$ cat src/logic/vendor_csr_pkg.sv
// package: offsets, field layout, reset values and request carrier of the vendor csr bank
package vendor_csr_pkg;
  // ****************************************
  // register offsets
  // ****************************************
  localparam logic [11:0] OPER_MODE_OFS = 12'h098;
  localparam logic [11:0] SIDE_CHANNEL_OFS = 12'h344;
  localparam logic [11:0] COMPLETION_FLOW_ENABLE_OFS = 12'h350;
  localparam logic [11:0] COMPLETION_THRESHOLD_NARROW_OFS = 12'h354;
  localparam logic [11:0] COMPLETION_THRESHOLD_WIDE_OFS = 12'h358;
  localparam logic [11:0] POWER_SAVING_DISABLE_OFS = 12'h360;
  localparam logic [11:0] LED_DISPLAY_CONTROL_OFS = 12'h364;
  // ****************************************
  // field layout
  // ****************************************
  localparam int FLOW_EN_LSB = 1;
  localparam int FLOW_EN_MSB = 5;
  localparam int THR_X1_LSB = 0;
  localparam int THR_X2_LSB = 16;
  localparam int THR_W = 16;
  localparam int LED_MODE_SEL_LSB = 0;
  localparam int LED_MODE_SEL_W = 5;
  localparam int LED_ENABLE_BIT = 5;
  localparam int LED_MODE_BIT = 6;
  localparam int CLKBUF_CTRL_LSB = 16;
  localparam int CLKBUF_CTRL_W = 8;
  localparam int FANOUT_PAIRS = 7;
  // ****************************************
  // reset values
  // ****************************************
  localparam logic [4:0] FLOW_EN_RST = 5'h00;
  localparam logic [15:0] THR_X1_RST = 16'h0080;
  localparam logic [15:0] THR_X2_RST = 16'h0200;
  localparam logic [15:0] THR_X4_RST = 16'h0800;
  localparam logic PSAVE_DIS_RST = 1'b0;
  localparam logic [6:0] LED_RST = 7'h00;
  localparam logic [7:0] CLKBUF_CTRL_RST = 8'h00;
  localparam logic SMBUS_EN_RST = 1'b1;
  // ****************************************
  // request carrier
  // ****************************************
  typedef struct packed {
    logic valid;
    logic write;
    logic [11:0] addr;
    logic [3:0] byte_en;
    logic [31:0] wdata;
  } cfg_req_s;
  typedef struct packed {
    logic valid;
    logic [11:0] addr;
    logic [31:0] data;
  } preload_s;
endpackage : vendor_csr_pkg

$ cat src/logic/switch_vendor_csr_refclk_buffer.sv
// vendor csr bank of the upstream port and strap-controlled reference clock fan-out
`timescale 1ns/1ps
// Function
// - five per-port completion flow enables, reset zero
// - x1 threshold low half, reset 0080
// - x2 threshold high half, reset 0200
// - x4 threshold low half, upper reserved
// - power saving disable bit, preloadable
// - led mode select, enable, mode bits
// - strap low enables buffer, seven pairs
// - strap high disables buffer, board clocks core
// - clock buffer control bits gate pairs
// - side channel select resets to smbus
module switch_vendor_csr_refclk_buffer (
  input wire logic ref_clk,
  input wire logic reset,
  input wire vendor_csr_pkg::cfg_req_s cfg_req,
  input wire vendor_csr_pkg::preload_s preload,
  input wire logic refclk_fanout_powerdown_strap,
  output logic cfg_ack_r,
  output logic [31:0] cfg_rdata_r,
  output logic [5:1] completion_traffic_flow_en_r,
  output logic [15:0] threshold_x1_r,
  output logic [15:0] threshold_x2_r,
  output logic [15:0] threshold_x4_r,
  output logic power_saving_disable_r,
  output logic [4:0] led_mode_select_r,
  output logic led_enable_r,
  output logic led_mode_r,
  output logic smbus_select_r,
  output logic refclk_buffer_enabled_r,
  output logic external_core_clock_required_r,
  output logic [7:1] fanout_pair_enable_r
);
  // ****************************************
  // byte-lane merge
  // ****************************************
  function automatic logic [31:0] merge(input logic [31:0] old_v, input logic [31:0] new_v,
                                        input logic [3:0] be);
    logic [31:0] m;
    m = {{8{be[3]}}, {8{be[2]}}, {8{be[1]}}, {8{be[0]}}};
    merge = (old_v & ~m) | (new_v & m);
  endfunction : merge

  // ****************************************
  // current images, reserved bits zero
  // ****************************************
  logic [7:0] clkbuf_ctrl_r;
  wire logic [31:0] img_flow = {26'h0, completion_traffic_flow_en_r, 1'b0};
  wire logic [31:0] img_thr_n = {threshold_x2_r, threshold_x1_r};
  wire logic [31:0] img_thr_w = {16'h0, threshold_x4_r};
  wire logic [31:0] img_psave = {31'h0, power_saving_disable_r};
  wire logic [31:0] img_led = {25'h0, led_mode_r, led_enable_r, led_mode_select_r};
  wire logic [31:0] img_oper = {8'h00, clkbuf_ctrl_r, 16'h0000};
  wire logic [31:0] img_side = {31'h0, smbus_select_r};

  // ****************************************
  // write source select
  // ****************************************
  // software wins over a colliding preload; preload is meant to finish first
  wire logic sw_wr = cfg_req.valid & cfg_req.write;
  wire logic wr_any = sw_wr | preload.valid;
  wire logic [11:0] wr_addr = sw_wr ? cfg_req.addr : preload.addr;
  wire logic [31:0] wr_data = sw_wr ? cfg_req.wdata : preload.data;
  wire logic [3:0] wr_be = sw_wr ? cfg_req.byte_en : 4'hf;

  // ****************************************
  // address hits
  // ****************************************
  // preload shares this decode, so it can reach every register
  wire logic hit_flow = wr_any && wr_addr == vendor_csr_pkg::COMPLETION_FLOW_ENABLE_OFS;
  wire logic hit_thr_n = wr_any && wr_addr == vendor_csr_pkg::COMPLETION_THRESHOLD_NARROW_OFS;
  wire logic hit_thr_w = wr_any && wr_addr == vendor_csr_pkg::COMPLETION_THRESHOLD_WIDE_OFS;
  wire logic hit_psave = wr_any && wr_addr == vendor_csr_pkg::POWER_SAVING_DISABLE_OFS;
  wire logic hit_led = wr_any && wr_addr == vendor_csr_pkg::LED_DISPLAY_CONTROL_OFS;
  wire logic hit_oper = wr_any && wr_addr == vendor_csr_pkg::OPER_MODE_OFS;
  wire logic hit_side = wr_any && wr_addr == vendor_csr_pkg::SIDE_CHANNEL_OFS;

  // ****************************************
  // merged write values
  // ****************************************
  // merging onto the read image keeps lanes without byte enable at their current value
  wire logic [31:0] new_flow = merge(img_flow, wr_data, wr_be);
  wire logic [31:0] new_thr_n = merge(img_thr_n, wr_data, wr_be);
  wire logic [31:0] new_thr_w = merge(img_thr_w, wr_data, wr_be);
  wire logic [31:0] new_psave = merge(img_psave, wr_data, wr_be);
  wire logic [31:0] new_led = merge(img_led, wr_data, wr_be);
  wire logic [31:0] new_oper = merge(img_oper, wr_data, wr_be);
  wire logic [31:0] new_side = merge(img_side, wr_data, wr_be);

  // ****************************************
  // read decode
  // ****************************************
  logic [31:0] rd_mux;
  always_comb begin
    unique case (cfg_req.addr)
      vendor_csr_pkg::COMPLETION_FLOW_ENABLE_OFS: rd_mux = img_flow;
      vendor_csr_pkg::COMPLETION_THRESHOLD_NARROW_OFS: rd_mux = img_thr_n;
      vendor_csr_pkg::COMPLETION_THRESHOLD_WIDE_OFS: rd_mux = img_thr_w;
      vendor_csr_pkg::POWER_SAVING_DISABLE_OFS: rd_mux = img_psave;
      vendor_csr_pkg::LED_DISPLAY_CONTROL_OFS: rd_mux = img_led;
      vendor_csr_pkg::OPER_MODE_OFS: rd_mux = img_oper;
      vendor_csr_pkg::SIDE_CHANNEL_OFS: rd_mux = img_side;
      default: rd_mux = 32'h0000_0000;
    endcase
  end

  // ****************************************
  // answer path
  // ****************************************
  // ack and data stand one cycle only; a write answers with zero data
  wire logic cfg_ack_nxt = cfg_req.valid;
  wire logic [31:0] cfg_rdata_nxt = (cfg_req.valid && !cfg_req.write) ? rd_mux : 32'h0000_0000;
  always_ff @(posedge ref_clk) begin
    if (reset) begin
      cfg_ack_r <= 1'b0;
    end else begin
      cfg_ack_r <= cfg_ack_nxt;
    end
  end

  always_ff @(posedge ref_clk) begin
    if (reset) begin
      cfg_rdata_r <= 32'h0000_0000;
    end else begin
      cfg_rdata_r <= cfg_rdata_nxt;
    end
  end

  // ****************************************
  // completion flow enables
  // ****************************************
  wire logic [5:1] completion_traffic_flow_en_nxt = hit_flow ?
    new_flow[vendor_csr_pkg::FLOW_EN_MSB:vendor_csr_pkg::FLOW_EN_LSB] :
    completion_traffic_flow_en_r;
  always_ff @(posedge ref_clk) begin
    if (reset) begin
      completion_traffic_flow_en_r <= vendor_csr_pkg::FLOW_EN_RST;
    end else begin
      completion_traffic_flow_en_r <= completion_traffic_flow_en_nxt;
    end
  end

  // ****************************************
  // x1 and x2 thresholds, one word
  // ****************************************
  // lanes 1:0 carry x1 and lanes 3:2 carry x2, so either half can move alone
  wire logic [15:0] threshold_x1_nxt = hit_thr_n ?
    new_thr_n[vendor_csr_pkg::THR_X1_LSB +: vendor_csr_pkg::THR_W] : threshold_x1_r;
  wire logic [15:0] threshold_x2_nxt = hit_thr_n ?
    new_thr_n[vendor_csr_pkg::THR_X2_LSB +: vendor_csr_pkg::THR_W] : threshold_x2_r;
  always_ff @(posedge ref_clk) begin
    if (reset) begin
      threshold_x1_r <= vendor_csr_pkg::THR_X1_RST;
    end else begin
      threshold_x1_r <= threshold_x1_nxt;
    end
  end

  always_ff @(posedge ref_clk) begin
    if (reset) begin
      threshold_x2_r <= vendor_csr_pkg::THR_X2_RST;
    end else begin
      threshold_x2_r <= threshold_x2_nxt;
    end
  end

  // ****************************************
  // x4 threshold, upper half reserved
  // ****************************************
  // writes to the reserved upper lanes fall away in the slice
  wire logic [15:0] threshold_x4_nxt = hit_thr_w ?
    new_thr_w[vendor_csr_pkg::THR_X1_LSB +: vendor_csr_pkg::THR_W] : threshold_x4_r;
  always_ff @(posedge ref_clk) begin
    if (reset) begin
      threshold_x4_r <= vendor_csr_pkg::THR_X4_RST;
    end else begin
      threshold_x4_r <= threshold_x4_nxt;
    end
  end

  // ****************************************
  // power saving disable
  // ****************************************
  // a preload of this word lands exactly like a software write
  wire logic power_saving_disable_nxt = hit_psave ? new_psave[0] : power_saving_disable_r;
  always_ff @(posedge ref_clk) begin
    if (reset) begin
      power_saving_disable_r <= vendor_csr_pkg::PSAVE_DIS_RST;
    end else begin
      power_saving_disable_r <= power_saving_disable_nxt;
    end
  end

  // ****************************************
  // led display control
  // ****************************************
  wire logic [4:0] led_mode_select_nxt = hit_led ?
    new_led[vendor_csr_pkg::LED_MODE_SEL_LSB +: vendor_csr_pkg::LED_MODE_SEL_W] :
    led_mode_select_r;
  wire logic led_enable_nxt =
    hit_led ? new_led[vendor_csr_pkg::LED_ENABLE_BIT] : led_enable_r;
  wire logic led_mode_nxt =
    hit_led ? new_led[vendor_csr_pkg::LED_MODE_BIT] : led_mode_r;
  always_ff @(posedge ref_clk) begin
    if (reset) begin
      {led_mode_r, led_enable_r, led_mode_select_r} <= vendor_csr_pkg::LED_RST;
    end else begin
      led_mode_select_r <= led_mode_select_nxt;
      led_enable_r <= led_enable_nxt;
      led_mode_r <= led_mode_nxt;
    end
  end

  // ****************************************
  // operation mode: clock buffer control
  // ****************************************
  // only bits 23:16 of this word exist here; the rest reads zero
  wire logic [7:0] clkbuf_ctrl_nxt = hit_oper ?
    new_oper[vendor_csr_pkg::CLKBUF_CTRL_LSB +: vendor_csr_pkg::CLKBUF_CTRL_W] :
    clkbuf_ctrl_r;
  always_ff @(posedge ref_clk) begin
    if (reset) begin
      clkbuf_ctrl_r <= vendor_csr_pkg::CLKBUF_CTRL_RST;
    end else begin
      clkbuf_ctrl_r <= clkbuf_ctrl_nxt;
    end
  end

  // ****************************************
  // side channel select
  // ****************************************
  // only the select bit is kept; the other bits of this word read zero
  wire logic smbus_select_nxt = hit_side ? new_side[0] : smbus_select_r;
  always_ff @(posedge ref_clk) begin
    if (reset) begin
      smbus_select_r <= vendor_csr_pkg::SMBUS_EN_RST;
    end else begin
      smbus_select_r <= smbus_select_nxt;
    end
  end

  // ****************************************
  // strap capture
  // ****************************************
  // strap is a pin: two flops first, then caught once after reset release
  // later strap moves are ignored; only a new reset takes another look
  logic strap_meta_r;
  logic strap_sync_r;
  logic strap_taken_r;
  always_ff @(posedge ref_clk) begin
    strap_meta_r <= refclk_fanout_powerdown_strap;
    strap_sync_r <= strap_meta_r;
  end

  wire logic capture_now = !strap_taken_r;
  wire logic refclk_buffer_enabled_nxt =
    capture_now ? ~strap_sync_r : refclk_buffer_enabled_r;
  wire logic external_core_clock_required_nxt =
    capture_now ? strap_sync_r : external_core_clock_required_r;

  always_ff @(posedge ref_clk) begin
    if (reset) begin
      strap_taken_r <= 1'b0;
    end else begin
      strap_taken_r <= 1'b1;
    end
  end

  // ****************************************
  // buffer state
  // ****************************************
  always_ff @(posedge ref_clk) begin
    if (reset) begin
      refclk_buffer_enabled_r <= 1'b0;
    end else begin
      refclk_buffer_enabled_r <= refclk_buffer_enabled_nxt;
    end
  end

  always_ff @(posedge ref_clk) begin
    if (reset) begin
      external_core_clock_required_r <= 1'b0;
    end else begin
      external_core_clock_required_r <= external_core_clock_required_nxt;
    end
  end

  // ****************************************
  // fan-out pair gating
  // ****************************************
  // a set control bit turns its pair off; bit 16 is unused, bits 23:17 map to pairs 7:1
  // the pairs themselves are analog; only their enables are made here
  wire logic [7:1] fanout_pair_enable_nxt;
  for (genvar k = 1; k <= vendor_csr_pkg::FANOUT_PAIRS; k++) begin : g_pair
    assign fanout_pair_enable_nxt[k] = refclk_buffer_enabled_r & ~clkbuf_ctrl_r[k];
  end

  always_ff @(posedge ref_clk) begin
    if (reset) begin
      fanout_pair_enable_r <= 7'h00;
    end else begin
      fanout_pair_enable_r <= fanout_pair_enable_nxt;
    end
  end
endmodule : switch_vendor_csr_refclk_buffer

$ cat config.mk
export PLATFORM = sky130hd
export DESIGN_NAME = switch_vendor_csr_refclk_buffer
export DESIGN_NICKNAME = d
export VERILOG_FILES = /design/src/logic/vendor_csr_pkg.sv /design/src/logic/switch_vendor_csr_refclk_buffer.sv
export SDC_FILE = /design/constraint.sdc
export NUM_CORES = 1
export LEC_CHECK = 0
export BUFFER_PORTS_ARGS = -buffer_cell sky130_fd_sc_hd__buf_2
export CAP_MARGIN = 20
export CORE_AREA = 2 2 110 112
export CTS_BUF_LIST = sky130_fd_sc_hd__clkbuf_16
export DETAILED_ROUTE_END_ITERATION = 10
export DIE_AREA = 0 0 112 114
export GPL_ROUTABILITY_DRIVEN = 0
export HOLD_SLACK_MARGIN = 0.1
export PLACE_DENSITY = 0.76
export SLEW_MARGIN = 20
export SYNTH_ARGS = -nofsm -noshare
export SYNTH_HDL_FRONTEND = slang
export SYNTH_SLANG_ARGS = --single-unit
$ cat constraint.sdc
create_clock -name ref_clk -period 1.95 [get_ports ref_clk]
set_input_delay 0.4875 -clock ref_clk [delete_from_list [all_inputs] [get_ports ref_clk]]
set_output_delay 0.4875 -clock ref_clk [all_outputs]
set_load 0.02 [all_outputs]
==> qor.csv, run 1 <==
stage,metric,value,unit
critical_path,reg2regPathDepth,5,
hold_path,hold_path_class,in2reg,
layout,final_cell_mix,"buf_2, nand2_1, dfxtp_1",
pwr,leakagePower,3.61,nW
floorplanning,design.die.area,12800,sq um
pwr,switchingPower,0.00140,W
critical_path,arrival,2.11,ns
sta,rsz0062_at_grt,no,
floorplanning,coreArea,11700,sq um
grt,antenna_found_initial,0,
detailed_routing,postRouteAntennaNets,0,
detailed_routing,wl,15.5,mm
sta,final-setup-viol-count,0,
layout,multiInputGateArea,2580,sq um
yosys,synth-edff-count,0,
cts,ctsResizeCount,0,
layout,fill_cells,1079,
placement,dp_cells,950,
yosys,avgSynthCellArea,8.68,sq um
critical_path,cp_cell_sequence,"buf_2, nand4b_1, or3_4, a2111oi_4, buf_4, nand2_2, mux2i_1",
grt,busiest_layer,met2,
placement,port_buffers,201,
critical_path,crit_cells,7,
yosys,synth_ff_type,dfxtp_1,
sta,slew_viol_final,0,
yosys,yosysSeqAreaShare,45.9,%
sta,fin_crit_sh,94.4,%
detailed_routing,route.detailed.drc,0,
sta,final_hold_viol_count,0,
cts,clock-root-buffer,clkbuf_16,
layout,layout_commonest_cell,buf_2,
detailed_routing,first_iter_violations,333,
grt,use_met2,42.5,%
grt,grt_pass1_vias,4953,
critical_path,crit_slowest_cell,or3_4,
floorplanning,die_x,112,um
yosys,syn_area,5010,sq um
detailed_routing,via_per_inst,5.32,
placement,hpwl,11.5,mm
pwr,combPwrFrac,7.9,%
sta,worst_pin_slew,0.465,ns
critical_path,worst_path_largest_cell_delay,0.43,ns
cts,clk_pin_slew,0.06,ns
layout,final_cells,982,
critical_path,crit_fanout,8,
layout,diodes,0,
critical_path,endpoint_kind,flip-flop,
cts,cts_buffer_depth,2,
grt,grtUsageMet3,4.89,%
pwr,power_frac_clock,52.6,%
cts,h-tree-depth,4,
sta,fmax,0.543,GHz
sta,period_minus_slack,1.84,ns
pwr,power,0.00600,W
cts,postCtsSetupBuffers,0,
floorplanning,initial_utilization,42.8,%
yosys,netlist_instances,577,
detailed_routing,num_vias,5228,
pwr,pwr-share-seq,39.5,%
flow_run,drv_cap,0,
yosys,async_reset_ff_share,0,%
cts,cts.sinks,115,
yosys,yosysWarnings,0,
layout,ff_latch_area,2300,sq um
sta,slew_headroom,68.7,%
layout,area_growth,43.7,%
pwr,vdd_drop_max,0.763,mV
grt,grt_overflow,0,
critical_path,startpoint_type,input pin,
yosys,synth.distinct_cells,49,
grt,use_met1,29.4,%
detailed_routing,wire_per_inst,15.8,um
pwr,internal_power,0.00460,W
critical_path,cp_data_required_time,2.22,ns
layout,drive_gt1_share,39.2,%
cts,cts_tree,built,
layout,finalNetCount,920,
layout,final_core_util,61.5,%
run_status,outcome,"complete, no violations",
grt,grt_usage,24.1,%
grt,grt_pass1_wl,24.6,mm
cts,clkLatencyLatePin,0.40,ns
yosys,synth.net_count,675,
pwr,p_per_area,833,nW/um^2
pwr,switching_share,23.4,%
floorplanning,pin_count,202,
sta,clock_skew,0.00619,ns
critical_path,cp.buffers_inverters,2,
grt,grt_start_max_net_pins,34,
cts,cts_buffers,17,
critical_path,crit_type,in2reg,
floorplanning,rows,40,
critical_path,path_delay_family,simple AND/OR/NAND/NOR gates,
floorplanning,die_height,114,um
yosys,ys_ff_latch,115,
hold_path,whs_path_depth,1,
cts,hold_buffers,0,
detailed_routing,dr.pass1.iters,6,
## worst paths after layout
check / start / end / slack [ns]
setup / recovery: preload[39] / flip-flop / 0.11
hold / removal: refclk_fanout_powerdown_strap / strap_meta_r / 0.20
setup reg to reg: flip-flop / cfg_rdata_r[0] / 0.79
hold reg to reg: strap_meta_r / strap_sync_r / 0.32
## per-stage QoR
| stage | setup TNS, ns | worst slack [ns] | cell area (sq um) | hold WS (ns) |
|---|---|---|---|---|
| after floorplan | -1.19 | -0.101 | 5030 | 0.310 |
| after global placement | -12.12 | -0.249 | 6590 | 0.317 |
| after detailed placement | -12.98 | -0.292 | 6590 | 0.318 |
| after CTS | 0 | 0.126 | 7200 | 0.188 |
| after global routing | 0 | 0.00334 | 7200 | 0.182 |
| final | 0 | 0.109 | 7200 | 0.200 |
## worst register-to-register path: cells and delay by family (launching register included)
kind            cells  cell delay, ns
compound gates      3            0.58
flops               1            0.36
simple gates        2            0.13
## kinds of logic after synthesis
logic type	Yosys count	synth area share [%]
compound gates	97	14.1
buf+inv	37	3.02
flops	115	45.9
mux	60	12.3
simple gates	268	24.7
## cell type report
cell class	instances	share of cell area, %
Tap cell	147	2.55
Multi-Input combinational cell	425	35.8
Inverter	2	0.104
Clock buffer	17	5.91
Sequential cell	115	32.0
Timing Repair Buffer	261	21.1
Clock inverter	15	2.57
## power by group through the flow
stage	Sequential, W	Clock (W)	Combinational (W)
after floorplan	0.00243	0	0.000216
after global placement	0.00242	0	0.000467
after detailed placement	0.00242	0	0.000472
after CTS	0.00237	0.00320	0.000475
after global routing	0.00237	0.00331	0.000522
final	0.00237	0.00315	0.000477
## synth_stat cells (all sizes together), types with 4 or more instances
cell / instances / area share (%)
a22o: 6 / 1.0
a22oi: 22 / 3.3
dfxtp: 115 / 46
a41o: 8 / 1.6
nor2: 47 / 3.7
buf: 11 / 1.1
nand4: 5 / 0.75
mux2: 13 / 2.9
o21ai: 12 / 1.2
nand3: 6 / 0.60
a31o: 8 / 1.4
o211ai: 6 / 0.90
or3: 4 / 0.50
nand3b: 4 / 0.60
nor2b: 6 / 0.75
nor4: 9 / 1.1
a21o: 4 / 0.60
a21oi: 20 / 2.0
clkbuf: 24 / 1.8
and2: 10 / 1.2
a31oi: 4 / 0.50
nand2: 146 / 11
nor3: 13 / 1.4
mux2i: 47 / 9.4
## layer usage
metal	vias to the layer above	wire, um
li1	2537	-
met1	2453	6530
met2	210	7680
met3	28	1060
met4	0	276
met5	-	0
Power figures use the tool's default switching activity.
==> run 2: changes to the inputs <==
==> constraint.sdc (replaced) <==
create_clock -name ref_clk -period 1.95 [get_ports ref_clk]
set_input_delay 0.39 -clock ref_clk [delete_from_list [all_inputs] [get_ports ref_clk]]
set_output_delay 0.39 -clock ref_clk [all_outputs]
set_load 0.02 [all_outputs]
==> qor.csv, run 2 (synthesis results as in run 1) <==
stage,metric,value,unit,change
cts,clkLatencyLatePin,0.41,ns,about the same
sta,slew_viol_final,0,,unchanged
pwr,p_per_area,819,nW/um^2,-1.7%
grt,grt_usage,24.3,%,+0.26 points
grt,antenna_found_initial,0,,unchanged
flow_run,drv_cap,0,,unchanged
floorplanning,die_x,112,um,unchanged
critical_path,endpoint_kind,flip-flop,,
layout,area_growth,42.5,%,
sta,period_minus_slack,1.83,ns,-0.0143 ns
layout,stdcell_area,7140,sq um,-0.83%
sta,final_hold_viol_count,0,,unchanged
detailed_routing,wire_per_inst,15.8,um,about the same
pwr,switching_share,22.4,%,-1.0 points
cts,cts_buffer_depth,2,,unchanged
layout,drive_gt1_share,37.5,%,-1.6 points
detailed_routing,via_per_inst,5.29,,-0.57%
critical_path,cp_data_required_time,2.25,ns,+0.03 ns
critical_path,startpoint_type,input pin,,
pwr,power_frac_clock,51.4,%,-1.2 points
detailed_routing,wl,15.5,mm,about the same
sta,worst_pin_slew,0.983,ns,+0.519 ns
pwr,combPwrFrac,8.1,%,+0.2 points
floorplanning,coreArea,11700,sq um,unchanged
floorplanning,rows,40,,unchanged
floorplanning,pin_count,202,,unchanged
critical_path,crit_fanout,6,,-2
layout,layout_commonest_cell,buf_2,,
layout,final_cells,981,,-0.10%
sta,fin_crit_sh,93.7,%,-0.73 points
grt,grt_overflow,0,,unchanged
sta,final-setup-viol-count,0,,unchanged
detailed_routing,num_vias,5193,,-0.67%
pwr,vdd_drop_max,0.563,mV,-26%
floorplanning,die_height,114,um,unchanged
cts,cts.sinks,115,,unchanged
critical_path,crit_start,cfg_req[49],,
detailed_routing,postRouteAntennaNets,0,,unchanged
pwr,internal_power,0.00454,W,-1.2%
sta,clock_skew,0.00688,ns,+0.000690 ns
pwr,power,0.00585,W,-2.5%
sta,rsz0062_at_grt,no,,
cts,clock-root-buffer,clkbuf_16,,
placement,place_area,6560,sq um,-0.51%
detailed_routing,dr.pass1.iters,5,,-1
cts,cts_tree,built,,
layout,fill_cells,1072,,-0.65%
pwr,pwr-share-seq,40.5,%,+1.0 points
critical_path,arrival,2.13,ns,+0.02 ns
sta,fmax,0.548,GHz,+0.78%
placement,port_buffers,201,,unchanged
floorplanning,design.die.area,12800,sq um,unchanged
hold_path,hp-start,reset,,
hold_path,hold_path_class,in2reg,,
placement,dp_cells,948,,-0.21%
grt,grt_pass1_vias,5047,,+1.9%
pwr,leakagePower,3.59,nW,-0.50%
placement,hpwl,11.6,mm,+0.89%
detailed_routing,route.detailed.drc,0,,unchanged
cts,cts_buffers,17,,unchanged
layout,ff_latch_area,2300,sq um,unchanged
layout,finalNetCount,919,,-0.11%
grt,grt_pass1_wl,24.5,mm,-0.20%
layout,multiInputGateArea,2560,sq um,-0.73%
detailed_routing,first_iter_violations,316,,-5.1%
cts,clk_pin_slew,0.05,ns,about the same
layout,diodes,0,,unchanged
run_status,outcome,"complete, no violations",,
sta,slew_headroom,34.1,%,-35 points
floorplanning,initial_utilization,42.8,%,unchanged
grt,grt_start_max_net_pins,30,,-12%
cts,h-tree-depth,4,,unchanged
cts,postCtsSetupBuffers,0,,unchanged
pwr,switchingPower,0.00131,W,-6.9%
critical_path,crit_type,in2reg,,
layout,final_cell_mix,"buf_2, nand2_1, dfxtp_1",,
## run 2: cell types whose count changed in the layout (fill, tap and decap cells not counted), moves of 2 or more
cell | previous run | this run
clkinv_1 | 1 | 6
a21oi_2 | 2 | 0
a21oi_1 | 18 | 20
buf_4 | 55 | 53
clkinv_4 | 6 | 1
inv_1 | 1 | 3
## run 2: power by group through the flow
stage	combinational (W)	sequential, W	clock, W
after CTS	0.000473	0.00237	0.00304
after floorplan	0.000214	0.00243	0
after global routing	0.000519	0.00237	0.00316
final	0.000474	0.00237	0.00300
after global placement	0.000463	0.00242	0
after detailed placement	0.000467	0.00242	0
## run 2: per-layer routing
metal  routed length (um)  up-vias  share of wire, %  track usage [%]
met5                    0        -                 0                0
met3                 1160       23               7.4             7.23
met4                  242        0               1.6             10.0
li1                     -     2532                 -                -
met1                 6450     2433                42             28.3
met2                 7680      205                49             42.1
## run 2: what timing repair did
action | in CTS | in global routing
hold buffers | 1 | 0
hold endpoints to repair | 1 | 0
resized for setup | 0 | 0
## run 2: through the flow
stage | hold WS, ns | utilization [%] | worst slack (ns) | setup TNS (ns)
final | 0.241 | 61.0 | 0.124 | 0
after global routing | 0.228 | 61.0 | 0.0317 | 0
after CTS | 0.224 | 61.0 | 0.152 | 0
after detailed placement | 0.314 | 56.0 | -0.289 | -11.43
after global placement | 0.319 | 56.0 | -0.267 | -10.02
after floorplan | 0.310 | - | -0.00863 | -0.0518
## run 2: critical path, cell delays in order
cell and delay [ns]:
buf_2 0.10, and2_2 0.20, or3_1 0.43, a2111oi_4 0.41, nand2_1 0.28, a31o_2 0.31
## run 2: final timing paths
| path | slack [ns] | depth (start not counted) | endpoint |
|---|---|---|---|
| worst max register to register | 0.92 | 5 | cfg_rdata_r[0] |
| worst min-delay path | 0.24 | 2 | cfg_ack_r |
| worst max-delay path | 0.12 | 6 | flip-flop |
| worst min register to register | 0.33 | 0 | strap_sync_r |
## run 2: cell type report
| cell class | instances | share of cell area, % |
|---|---|---|
| Clock inverter | 15 | 2.09 |
| Sequential cell | 115 | 32.2 |
| Multi-Input combinational cell | 425 | 35.8 |
| Tap cell | 147 | 2.58 |
| Clock buffer | 17 | 5.96 |
| Inverter | 2 | 0.105 |
| Timing Repair Buffer | 260 | 21.2 |
==> run 3: changes to the inputs <==
PLACE_DENSITY = default   (was 0.76)
PLACE_DENSITY_LB_ADDON = 0.2   (was default)
==> qor.csv, run 3 (synthesis results as in run 1) <==
stage,metric,value,unit,change
run_status,outcome,"complete, no violations",,
floorplanning,coreArea,11700,sq um,unchanged
floorplanning,pin_count,202,,unchanged
grt,busiest_layer,met2,,
pwr,switchingPower,0.00131,W,-0.15%
grt,grtUsageMet3,5.37,%,-1.9 points
detailed_routing,wire_per_inst,15.9,um,+0.17%
grt,use_met1,28.2,%,-0.062 points
layout,diodes,0,,unchanged
pwr,vdd_drop_max,0.652,mV,+16%
critical_path,cp_data_required_time,2.23,ns,-0.02 ns
pwr,combPwrFrac,8.0,%,about the same
floorplanning,die_height,114,um,unchanged
cts,cts_tree,built,,
layout,layout_commonest_cell,buf_2,,
grt,grt_start_max_net_pins,60,,+100%
cts,ctsResizeCount,0,,unchanged
cts,clkLatencyLatePin,0.40,ns,about the same
placement,hpwl,12.0,mm,+3.4%
hold_path,hold_path_class,in2reg,,
critical_path,path_delay_family,simple AND/OR/NAND/NOR gates,,
detailed_routing,route.detailed.drc,0,,unchanged
pwr,leakagePower,3.62,nW,+0.83%
detailed_routing,first_iter_violations,324,,+2.5%
layout,final_cell_mix,"buf_2, nand2_1, dfxtp_1",,
critical_path,cp.buffers_inverters,2,,+1
sta,period_minus_slack,1.83,ns,+0.00167 ns
cts,cts_buffer_depth,2,,unchanged
layout,fill_cells,1078,,+0.56%
floorplanning,design.die.area,12800,sq um,unchanged
sta,fmax,0.547,GHz,about the same
pwr,switching_share,22.3,%,-0.027 points
critical_path,crit_slowest_cell,or3_1,,
detailed_routing,dr.pass1.iters,6,,+1
detailed_routing,wl,15.6,mm,+0.17%
critical_path,cp_cell_sequence,"buf_2, nand4b_1, or3_1, a2111oi_4, buf_4, nand2_2, mux2i_1",,
pwr,internal_power,0.00454,W,about the same
sta,slew_viol_final,0,,unchanged
cts,h-tree-depth,4,,unchanged
sta,clock_skew,0.00646,ns,-0.000420 ns
layout,drive_gt1_share,37.6,%,+0.12 points
cts,clk_pin_slew,0.05,ns,about the same
grt,grt_usage,24.4,%,+0.11 points
floorplanning,initial_utilization,42.8,%,unchanged
layout,finalNetCount,919,,unchanged
sta,fin_crit_sh,93.7,%,about the same
floorplanning,rows,40,,unchanged
critical_path,arrival,2.11,ns,-0.02 ns
sta,worst_pin_slew,0.451,ns,-0.533 ns
detailed_routing,via_per_inst,5.35,,+1.2%
cts,cts.sinks,115,,unchanged
cts,clock-root-buffer,clkbuf_16,,
sta,rsz0062_at_grt,no,,
detailed_routing,num_vias,5253,,+1.2%
pwr,power,0.00585,W,about the same
layout,area_growth,43.3,%,
grt,use_met2,43.0,%,+0.89 points
grt,grt_pass1_vias,5139,,+1.8%
pwr,p_per_area,814,nW/um^2,-0.59%
sta,final_hold_viol_count,0,,unchanged
sta,final-setup-viol-count,0,,unchanged
detailed_routing,postRouteAntennaNets,0,,unchanged
grt,grt_pass1_wl,24.6,mm,+0.42%
critical_path,crit_fanout,8,,+2
placement,port_buffers,201,,unchanged
sta,whs,0.288,ns,+0.0469 ns
grt,grt_overflow,0,,unchanged
grt,antenna_found_initial,0,,unchanged
pwr,pwr-share-seq,40.5,%,about the same
critical_path,worst_path_largest_cell_delay,0.43,ns,about the same
floorplanning,die_x,112,um,unchanged
critical_path,endpoint_kind,flip-flop,,
flow_run,drv_cap,0,,unchanged
pwr,power_frac_clock,51.5,%,about the same
cts,cts_buffers,17,,unchanged
critical_path,crit_type,in2reg,,
critical_path,startpoint_type,input pin,,
sta,slew_headroom,70.0,%,+36 points
## run 3: worst paths after layout
kind                      from              to  slack [ns]  cells past startpoint
setup / recovery   preload[39]       flip-flop        0.12                      7
hold / removal           reset       cfg_ack_r        0.29                      2
setup reg to reg     flip-flop  cfg_rdata_r[0]        0.86                      5
hold reg to reg   strap_meta_r    strap_sync_r        0.32                      0
## run 3: layer usage
layer | share of wire (%) | up-vias
li1 | - | 2527
met1 | 40 | 2461
met2 | 51 | 229
met3 | 6.3 | 36
met4 | 2.8 | 0
met5 | 0 | -
## run 3: power by group through the flow
stage          sequential, W  combinational (W)  clock, W
5_1_grt              0.00237           0.000513   0.00319
3_3_place_gp         0.00242           0.000449         0
6_report             0.00237           0.000467   0.00301
2_1_floorplan        0.00243           0.000214         0
4_1_cts              0.00237           0.000467   0.00306
3_5_place_dp         0.00242           0.000462         0
## run 3: timing repair
action	CTS	global route
buffers inserted	0	0
endpoints found under the hold margin	1	0
hold buffers	1	0
## run 3: cell type report
type	count	area [sq um]	share of cell area, %
Tap cell	147	184	2.56
Sequential cell	115	2300	32.1
Multi-Input combinational cell	425	2560	35.6
Clock buffer	17	425	5.92
Inverter	2	7.51	0.105
Clock inverter	15	151	2.11
Timing Repair Buffer	260	1550	21.6
## run 3: per-stage QoR
step | instance area, sq um | std cells | worst slack [ns] | utilization [%] | TNS [ns]
floorplan | 5010 | 577 | -0.00863 | - | -0.0518
global placement | 6590 | 948 | -0.264 | 56.3 | -9.60
detailed placement | 6590 | 948 | -0.279 | 56.3 | -11.12
CTS | 7180 | 981 | 0.150 | 61.3 | 0
global route | 7180 | 981 | 0.0676 | 61.3 | 0
finish | 7180 | 981 | 0.122 | 61.3 | 0
